[src/rtl/rtchold_cfg.svh]
/*
  Timing and reset constants for the counter hold block.
  Assumes inclusion by its bare name from the package and the design.
*/
`ifndef RTCHOLD_CFG_SVH
`define RTCHOLD_CFG_SVH

// Sub-second prescaler: a 16-bit counter wraps once per second
`define RTCHOLD_SUBSEC_WIDTH 16
`define RTCHOLD_SUBSEC_RESET 16'h0000
// Calendar counter reset value (seconds count width)
`define RTCHOLD_CAL_WIDTH 32
`define RTCHOLD_CAL_RESET 32'h0000_0000
// Cycles of grant lag after a recent run enable or standby exit
`define RTCHOLD_SLOW_LAG 2'h2

`endif

[src/rtl/rtchold_pkg.sv]
/*
  Types for the counter hold block.
  Assumes rtchold_cfg.svh is on the include path.
*/
`include "rtchold_cfg.svh"

package rtchold_pkg;
  // Software write request toward the calendar
  typedef struct packed {
    logic valid;
    logic [`RTCHOLD_CAL_WIDTH-1:0] data;
  } rtchold_write_t;

  // Hold handshake state
  typedef enum logic [1:0] {
    RTCHOLD_RUN,
    RTCHOLD_LAG,
    RTCHOLD_HELD
  } rtchold_state_t;
endpackage

[src/rtl/rtchold_core.sv]
/*
  Counter hold logic of a real-time clock: freezes the calendar count on
  request, grants access, and defers a sub-second overflow seen during hold.
  Assumes all inputs come from logic on ref_clk_i; the tick enable is a
  one-cycle pulse at the prescaler rate.
*/
`timescale 1ns/1ps
`default_nettype none
`include "rtchold_cfg.svh"

// Summary of operation
// - Request low counts normally; request high freezes the calendar counters.
// - Hold status asserts one clock after the request, or two just after run enable or standby exit.
// - Overflow during hold is kept pending and applied after release.
// - Seconds write during hold discards the pending overflow.
// - Request right after run enable may take two clocks to grant.
// - Request right after standby exit may take two clocks to grant.
module rtchold_core (
  // Clock and reset
  input wire logic ref_clk_i,
  input wire logic reset_i,
  // Prescaler tick and controls
  input wire logic tick_en_i,
  input wire logic rtc_run_enable_i,
  input wire logic standby_exit_i,
  input wire logic counter_hold_request_i,
  // Seconds count write port
  input wire rtchold_pkg::rtchold_write_t seconds_write_i,
  // Status and count
  output logic counter_hold_status_o,
  output logic [`RTCHOLD_CAL_WIDTH-1:0] seconds_count_o,
  output logic [`RTCHOLD_SUBSEC_WIDTH-1:0] subsec_count_o
);
  import rtchold_pkg::*;

  // Hold handshake state and slow-grant countdown
  rtchold_state_t state, next_state;
  logic [1:0] lag, next_lag;
  // One-cycle window after run enable rises or standby ends
  logic run_rise;
  logic recent, next_recent;
  // Calendar, deferred carry and prescaler
  logic pending, next_pending;
  logic [`RTCHOLD_CAL_WIDTH-1:0] cal, next_cal;
  logic [`RTCHOLD_SUBSEC_WIDTH-1:0] sub, next_sub;
  logic sub_step;
  logic overflow;

  // Prescaler advances only on a tick while the clock is enabled
  assign sub_step = tick_en_i && rtc_run_enable_i;
  // Wrap of the all-ones count is the one-second carry
  assign overflow = sub_step && (&sub);

  // Run enable edge; its history follows the pin through reset
  rtchold_rise_detect #(
    .WIDTH(1)
  ) u_run_rise (
    .ref_clk_i(ref_clk_i),
    .reset_i(reset_i),
    .level_i(rtc_run_enable_i),
    .rise_o(run_rise)
  );

  // Recent-event window: open for the cycle after either event
  always_comb begin
    next_recent = run_rise || standby_exit_i;
  end

  // Window register, closed by reset
  always_ff @(posedge ref_clk_i) begin
    if (reset_i) begin
      recent <= 1'b0;
    end else begin
      recent <= next_recent;
    end
  end

  // Hold handshake; a request inside the window waits one extra cycle,
  // which keeps the grant within the two-cycle bound after a restart.
  // Normal walk: request seen on edge n, status high from edge n+1.
  always_comb begin
    next_state = state;
    next_lag = lag;
    unique case (state)
      RTCHOLD_RUN: begin
        if (counter_hold_request_i) begin
          if (recent) begin
            next_state = RTCHOLD_LAG;
            next_lag = `RTCHOLD_SLOW_LAG - 2'h1;
          end else begin
            next_state = RTCHOLD_HELD;
          end
        end
      end
      RTCHOLD_LAG: begin
        if (!counter_hold_request_i) begin
          next_state = RTCHOLD_RUN;
        end else if (lag <= 2'h1) begin
          next_state = RTCHOLD_HELD;
        end else begin
          next_lag = lag - 2'h1;
        end
      end
      RTCHOLD_HELD: begin
        if (!counter_hold_request_i) begin
          next_state = RTCHOLD_RUN;
        end
      end
      default: begin
        // Unused code: fall back to counting
        next_state = RTCHOLD_RUN;
      end
    endcase
  end

  // Handshake registers
  always_ff @(posedge ref_clk_i) begin
    if (reset_i) begin
      state <= RTCHOLD_RUN;
      lag <= 2'h0;
    end else begin
      state <= next_state;
      lag <= next_lag;
    end
  end

  // Prescaler keeps running through a hold, so a long hold costs time
  always_comb begin
    next_sub = sub;
    if (sub_step) begin
      next_sub = sub + `RTCHOLD_SUBSEC_WIDTH'(1);
    end
  end

  // Prescaler register
  always_ff @(posedge ref_clk_i) begin
    if (reset_i) begin
      sub <= `RTCHOLD_SUBSEC_RESET;
    end else begin
      sub <= next_sub;
    end
  end

  // Calendar and deferred carry.
  // Limitation: one carry is kept, so a hold across two wraps loses one.
  // A write in hold clears the carry, as the new value supersedes it.
  always_comb begin
    next_cal = cal;
    next_pending = pending;
    if (counter_hold_request_i) begin
      // Calendar frozen; remember a wrap for later
      if (overflow) begin
        next_pending = 1'b1;
      end
      // A seconds write wins over a simultaneous overflow, by design
      if (seconds_write_i.valid) begin
        next_cal = seconds_write_i.data;
        next_pending = 1'b0;
      end
    end else begin
      // Released: apply deferred and live carries together
      next_cal = cal + `RTCHOLD_CAL_WIDTH'(pending) + `RTCHOLD_CAL_WIDTH'(overflow);
      next_pending = 1'b0;
      if (seconds_write_i.valid) begin
        // Unheld writes are still honoured; software should hold first
        next_cal = seconds_write_i.data;
      end
    end
  end

  // Calendar registers
  always_ff @(posedge ref_clk_i) begin
    if (reset_i) begin
      cal <= `RTCHOLD_CAL_RESET;
      pending <= 1'b0;
    end else begin
      cal <= next_cal;
      pending <= next_pending;
    end
  end

  // Status is registered state, not the raw request
  assign counter_hold_status_o = (state == RTCHOLD_HELD);
  assign seconds_count_o = cal;
  assign subsec_count_o = sub;
endmodule // rtchold_core

// Rising-edge finder for level controls on ref_clk_i.
// History loads the live level in reset, so a control already high
// when reset ends is not taken for a fresh edge.
module rtchold_rise_detect #(
  parameter int WIDTH = 1
) (
  // Clock and reset
  input wire logic ref_clk_i,
  input wire logic reset_i,
  // Levels watched and edges found
  input wire logic [WIDTH-1:0] level_i,
  output logic [WIDTH-1:0] rise_o
);
  import rtchold_pkg::*;

  logic [WIDTH-1:0] last, next_last;

  // Edge is high in the first cycle the level is seen high
  always_comb begin
    next_last = level_i;
    rise_o = level_i & ~last;
  end

  // History register; reset tracks the pin, avoiding a false edge
  always_ff @(posedge ref_clk_i) begin
    if (reset_i) begin
      last <= level_i;
    end else begin
      last <= next_last;
    end
  end
endmodule // rtchold_rise_detect
`default_nettype wire

[config.mk]
export PLATFORM = sky130hd
export DESIGN_NAME = rtchold_core
export DESIGN_NICKNAME = d
export VERILOG_FILES = /design/src/rtl/rtchold_pkg.sv /design/src/rtl/rtchold_core.sv
export VERILOG_INCLUDE_DIRS = /design/src /design/src/rtl
export SDC_FILE = /design/constraint.sdc
export NUM_CORES = 1
export LEC_CHECK = 0
export BUFFER_PORTS_ARGS = -buffer_cell sky130_fd_sc_hd__buf_2
export CAP_MARGIN = 10
export CORE_ASPECT_RATIO = 0.6
export CORE_UTILIZATION = 47
export CTS_CLUSTER_SIZE = 30
export DETAILED_ROUTE_END_ITERATION = 7
export PLACE_DENSITY = 0.8
export SYNTH_ARGS = -nofsm -noshare
export SYNTH_HDL_FRONTEND = slang
export SYNTH_SLANG_ARGS = --single-unit
export TNS_END_PERCENT = 5
[constraint.sdc]
create_clock -name ref_clk_i -period 3.25 [get_ports ref_clk_i]
set_input_delay 0.65 -clock ref_clk_i [delete_from_list [all_inputs] [get_ports ref_clk_i]]
set_output_delay 0.65 -clock ref_clk_i [all_outputs]
set_load 0.01 [all_outputs]
==> Word level (Yosys, flattened, before mapping) <==
Index checks and enable logic that the tools add are counted.
W data, S select, Z words.
{ "classes": {"addsub": 4, "n_lt_le_gt_ge": 1, "n_eq_ne": 9, "muxes": 14, "bitwise": 3, "reduce_logical": 9} }
{ "ops": {"columns": ["op", "n"], "rows": [
  ["$mux W32", 3],
  ["$add A32 B1 Y32", 2],
  ["$mux W2", 9],
  ["$add A16 B1 Y16 const B", 1],
  ["$reduce_and A16 Y1", 1],
  ["$ne A2 B2 Y1 const B", 5],
  ["$pmux W2 S3", 1],
  ["$reduce_and A5 Y1", 1],
  ["$pmux W2 S2", 1],
  ["$ne A3 B3 Y1 const B", 1],
  ["$reduce_and A3 Y1", 1],
  ["$reduce_or A3 Y1", 1],
  ["$eq A2 B1 Y1 const B", 1],
  ["$eq A2 B2 Y1 const B", 1],
  ["$le A2 B1 Y1 const B", 1],
  ["$logic_and A1 B1 Y1", 2],
  ["$logic_not A2 Y1", 1],
  ["$ne A2 B1 Y1 const B", 1],
  ["$not A1 Y1", 2],
  ["$reduce_bool A2 Y1", 1],
  ["$sub A2 B1 Y2 const B", 1],
  ["$and A1 B1 Y1", 1],
  ["$logic_or A1 B1 Y1", 1]
]} }
{ "totals": {"ff_bits": 55, "inputBits": 39, "wordCells": 47} }

==> Depth between registers and ports, before layout <==
{ "depth": {"depth_word": 5, "mapped_depth": 12, "depth_no_buf": 11} }

==> Cells and area by module <==
From an unflattened synthesis, not the netlist that was laid out.
{ "hier_totals": {"cells_unflattened": 371, "area_unflattened_um2": 2996.6} }
{ "by_module_without_submodules": {"columns": ["module", "instances", "cells_per_inst", "area_per_inst_um2", "seq_area_each_um2"], "rows": [
  ["rtchold_core", 1, 369, 2962.8, 1081.0],
  ["rtchold_rise_detect", 1, 2, 33.8, 20.0]
]} }

==> Worst setup path after synthesis <==
OpenSTA, ideal clock, no wires.
{ "synth_path": {"kind": "input to register", "startpoint": "input port tick_en_i", "endpoint": "register cal[26], in the netlist seconds_count_o[26]", "setup_time_ns": 0.112, "arrival_time_ns": 3.392, "slack_ns": -0.254, "path_stages": 11, "n_path_buf": 1, "cell_sequence": "nand4_1 nor4_1 nand3_1 fa_1 inv_1 ha_1 nand4b_1 or4_1 buf_2 o31a_1 a2111oi_1"} }
{ "synth_via": {"elab_chain_len": 5} }
{ "synth_rtl": {"columns": ["element", "line", "rtl"], "rows": [
  ["from (decl)", "rtchold_core.sv:23", "input wire logic tick_en_i,"],
  ["$logic_and A1 B1 Y1", "rtchold_core.sv:50", "assign sub_step = tick_en_i && rtc_run_enable_i;"],
  ["$logic_and A1 B1 Y1", "rtchold_core.sv:52", "assign overflow = sub_step && (&sub);"],
  ["$add A32 B1 Y32", "rtchold_core.sv:162", "next_cal = cal + `RTCHOLD_CAL_WIDTH'(pending) + `RTCHOLD_CAL_WIDTH'(overflow);"],
  ["$mux W32", "rtchold_core.sv:164", "if (seconds_write_i.valid) begin"],
  ["$mux W32", "rtchold_core.sv:150", "if (counter_hold_request_i) begin"],
  ["to (signal assigned)", "rtchold_core.sv:174", "cal <= `RTCHOLD_CAL_RESET;"],
  ["to (signal assigned)", "rtchold_core.sv:177", "cal <= next_cal;"],
  ["to (decl)", "rtchold_core.sv:44", "logic [`RTCHOLD_CAL_WIDTH-1:0] cal, next_cal;"]
]} }
Every way passes these cells.
A chain may end at the register's enable or synchronous reset.

==> Worst setup path in the final report <==
{ "layout_path": {"startpoint": "register sub[1], in the netlist subsec_count_o[1]", "endpoint": "register cal[20], in the netlist seconds_count_o[20]"} }
{ "layout_via": {"elab_chain_len": 5} }
{ "layout_rtl": {"columns": ["element", "line", "rtl"], "rows": [
  ["from (decl)", "rtchold_core.sv:45", "logic [`RTCHOLD_SUBSEC_WIDTH-1:0] sub, next_sub;"],
  ["from (signal assigned)", "rtchold_core.sv:138", "sub <= `RTCHOLD_SUBSEC_RESET;"],
  ["from (signal assigned)", "rtchold_core.sv:140", "sub <= next_sub;"],
  ["$reduce_and A16 Y1", "rtchold_core.sv:52", null],
  ["$logic_and A1 B1 Y1", "rtchold_core.sv:52", null],
  ["$add A32 B1 Y32", "rtchold_core.sv:162", null],
  ["$mux W32", "rtchold_core.sv:164", null],
  ["$mux W32", "rtchold_core.sv:150", null]
]} }
Every way passes these cells.

==> flow_summary.ini <==
[placed_design]
gp_congestion = 0.846
port_buffers = 87
dpl_cell_area_sq_um = 3590
post-dp-hpwl_um = 6130

[worst_setup_path]
reg2regPathDepth = 11
slowest_delay_ps = 500
arrival_ps = 3330
rrSetupSlack_ps = 130
path_delay_family = simple AND/OR/NAND/NOR gates
r2r_end = seconds_count_o[20]
critPathKind = register to register
cp_slowest_cell = or4_4
crit_top_cell = ha_4
critPathLaunchType = register
crit_chain = ha_4 > nand4_1 > nor4_4 > nand3_2 > fa_2 > inv_1 > ha_4 > nand4b_1 > or4_4 > or2_1 > a2111oi_2
worst_ep_required_time_ps = 3460
cp_num_cells = 11
endpoint_kind = register
critPathMaxFanout = 7
path_buf_inv = 1
reg2reg_from = subsec_count_o[1]

[cells_and_area]
final_area_sq_um = 3790
fillers = 526
nNetsFinal = 502
syn_to_final_growth_pct = 25.2
antenna_cells = 0
drive_above_1_share_pct = 27.9

[outcome]
status = complete, no violations

[synthesis]
synth_warnings = 0
ys_types = 50
yosys.area.top_type = dfxtp_1
synthesis.area_sq_um = 3030
synth_top_cell_area_share_pct = 36.4
synth_seq_area_share_pct = 36.4
ys_ff_latch = 55
synth_edf_count = 0
ys.flop_type = dfxtp_1
syn_nets = 416
synth_area_leaders = dfxtp_1 36%, nor2_1 5.2%, a21oi_1 3.5%, or4_1 3.5%, xnor2_1 3.5%
synthCells = 373
async_flop_share_pct = 0
syn_avg_cell_area_sq_um = 8.11

[cts]
post-cts-setup-buffer-count = 0
cts_tree = yes
cts-root-buf = clkbuf_8
cts.path.max_buffers = 2
clkSlewWorstSetupHoldPaths_ps = 90
numCtsBuffers = 5
clk_latency_ps = 310
htreeDepth = 2
numClockSinks = 55

[sta]
tightest_slew_ps = 531
grt_setup_unrepaired = true
slew_violations = 0
slew_headroom_pct = 64.6
period_minus_slack_ps = 3120
tns_ps = 0
hold_viol = 0
skew_ps = 6.20
fin_crit_sh_pct = 96.0
setup_viol = 0
fmax_mhz = 320

[flow_run]
maxCapViolCount = 0

[power_and_ir_drop]
p_leak_nw = 1.48
ir_drop_v = 0.000162
power_density_nw_per_um2 = 350
fin_total_pwr_mw = 1.33

[route]
drt-met1-wl_um = 4010
ant_nets = 0
wl_met3_um = 769
drcViolationCount = 0
totalWireLength_um = 8550
wire_per_inst_um = 15.7
dr_wl_met2_um = 3670
drt-initial-drc-count = 277
vias = 3178
top_layer = met4
firstDrtPassIters = 5
post_drt_via_cell_ratio = 5.85

[min_path]
worstHoldPathCells = 2
hp-class = register to register
worstHoldStart = subsec_count_o[1]
whs_endpoint = subsec_count_o[1]

[global_routing]
grt_overflow_total = 0
grt_pass1_wl_um = 13800
grt_max_degree = 50
antenna_found_initial = 0
grt_pass1_vias = 2730
grt_usage_pct = 25.8

[die]
start_util_pct = 49.1
die_h_um = 64.1
die_w_um = 106
top_level_ports = 88
core_sq_um = 6170
rows = 22
dieArea_sq_um = 6770
==> cell type report <==
class                   instances  area (sq um)  share of cell area [%]
repair buffers                101           544                    14.4
flip-flops and latches         55          1110                    29.2
multi-input cells             277          1870                    49.5
well taps                      84           105                    2.77
clock buffers                   6          82.6                    2.18
inverters                      19          71.3                    1.88
clock inverters                 1          5.00                   0.132
==> state kept, by name, summed over array words and instances, names as in the netlist <==
| signal | count |
|---|---|
| u_run_rise.last | 1 |
| lag | 2 |
| recent | 1 |
| pending | 1 |
| subsec_count_o | 16 |
| state | 2 |
| seconds_count_o | 32 |
==> tightest hold or removal path: stages (launching register included) <==
cell	delay, ps
dfxtp_4	370
nand2_1	50
a21oi_1	50
==> where the power goes <==
group	total [mW]	switching, mW	leakage, nW	internal [mW]
registers	0.755	0.0491	0.453	0.706
clock network	0.388	0.220	0.0470	0.168
logic	0.185	0.0998	0.978	0.0856
total	1.33	0.369	1.48	0.959
==> cells by family (layout without fill, tap and decap cells) <==
kind of cell / count (synthesis) / count (layout) / synth area share [%]
xor gates and xnor gates: 20 / 20 / 5.79
muxes: 2 / 2 / 0.703
DFF: 55 / 55 / 36.4
adders and majority gates: 4 / 4 / 1.90
buffers and inverters: 41 / 127 / 5.38
and+or+nand+nor: 175 / 175 / 32.6
AOI/OAI and AO/OA: 76 / 76 / 17.2
==> placed cells by master, fill, tap and decap left out, types with 9 or more instances in the layout <==
cell / count
a21oi_1: 21
nor2_1: 42
inv_1: 19
o21ai_0: 10
buf_4: 13
nand4_1: 13
a211oi_1: 11
buf_2: 87
nand3_1: 15
dfxtp_1: 53
or4_1: 11
xnor2_1: 12
nand2_1: 24
nor3_1: 9
==> synth_stat cells, drive strengths merged, types with 2 or more instances <==
master / count
o21ai: 10
a211oi: 11
dfxtp: 55
o21bai: 2
inv: 19
nor4b: 6
or3: 8
nand2: 24
a2111oi: 7
ha: 3
nor2: 42
or4: 15
o31ai: 4
o211ai: 6
nand4b: 3
xnor2: 12
a31oi: 2
a311oi: 5
buf: 3
nor3: 9
o311ai: 3
clkbuf: 19
nor2b: 4
a21oi: 21
nand2b: 3
nor4: 6
nand3: 16
and4: 6
nor3b: 2
or2: 4
and2: 2
nand4: 14
and3: 8
xor2: 8
==> stage by stage <==
| stage | util, % | cells | worst slack, ps | hold slack (ps) |
|---|---|---|---|---|
| after detailed placement | 58.2 | 536 | -138 | 488 |
| after global routing | 61.4 | 543 | -29.8 | 541 |
| after floorplan | - | 373 | 20.6 | 459 |
| final | 61.4 | 543 | 128 | 512 |
| after global placement | 58.2 | 536 | 16.3 | 467 |
| after CTS | 59.7 | 543 | 51.3 | 502 |
==> worst max-delay path by stage <==
| stage | endpoint | start |
|---|---|---|
| finish | seconds_count_o[20] | subsec_count_o[1] |
| global route | seconds_count_o[21] | subsec_count_o[1] |
| CTS | seconds_count_o[19] | subsec_count_o[1] |
| detailed placement | seconds_count_o[20] | tick_en_i |
| global placement | seconds_count_o[26] | tick_en_i |
| floorplan | seconds_count_o[26] | tick_en_i |
==> metal layers <==
| layer | track usage, % | vias up |
|---|---|---|
| met3 | 3.78 | 13 |
| li1 | - | 1555 |
| met4 | 7.29 | 0 |
| met1 | 38.9 | 1467 |
| met5 | 0 | - |
| met2 | 37.9 | 143 |
==> timing repair <==
item	in CTS	in global routing
pin swaps	0	2
gates resized for setup	1	23
cloned	0	0
setup endpoints to repair	1	14
hold buffers	0	0
(Power assumes the default switching activity.)
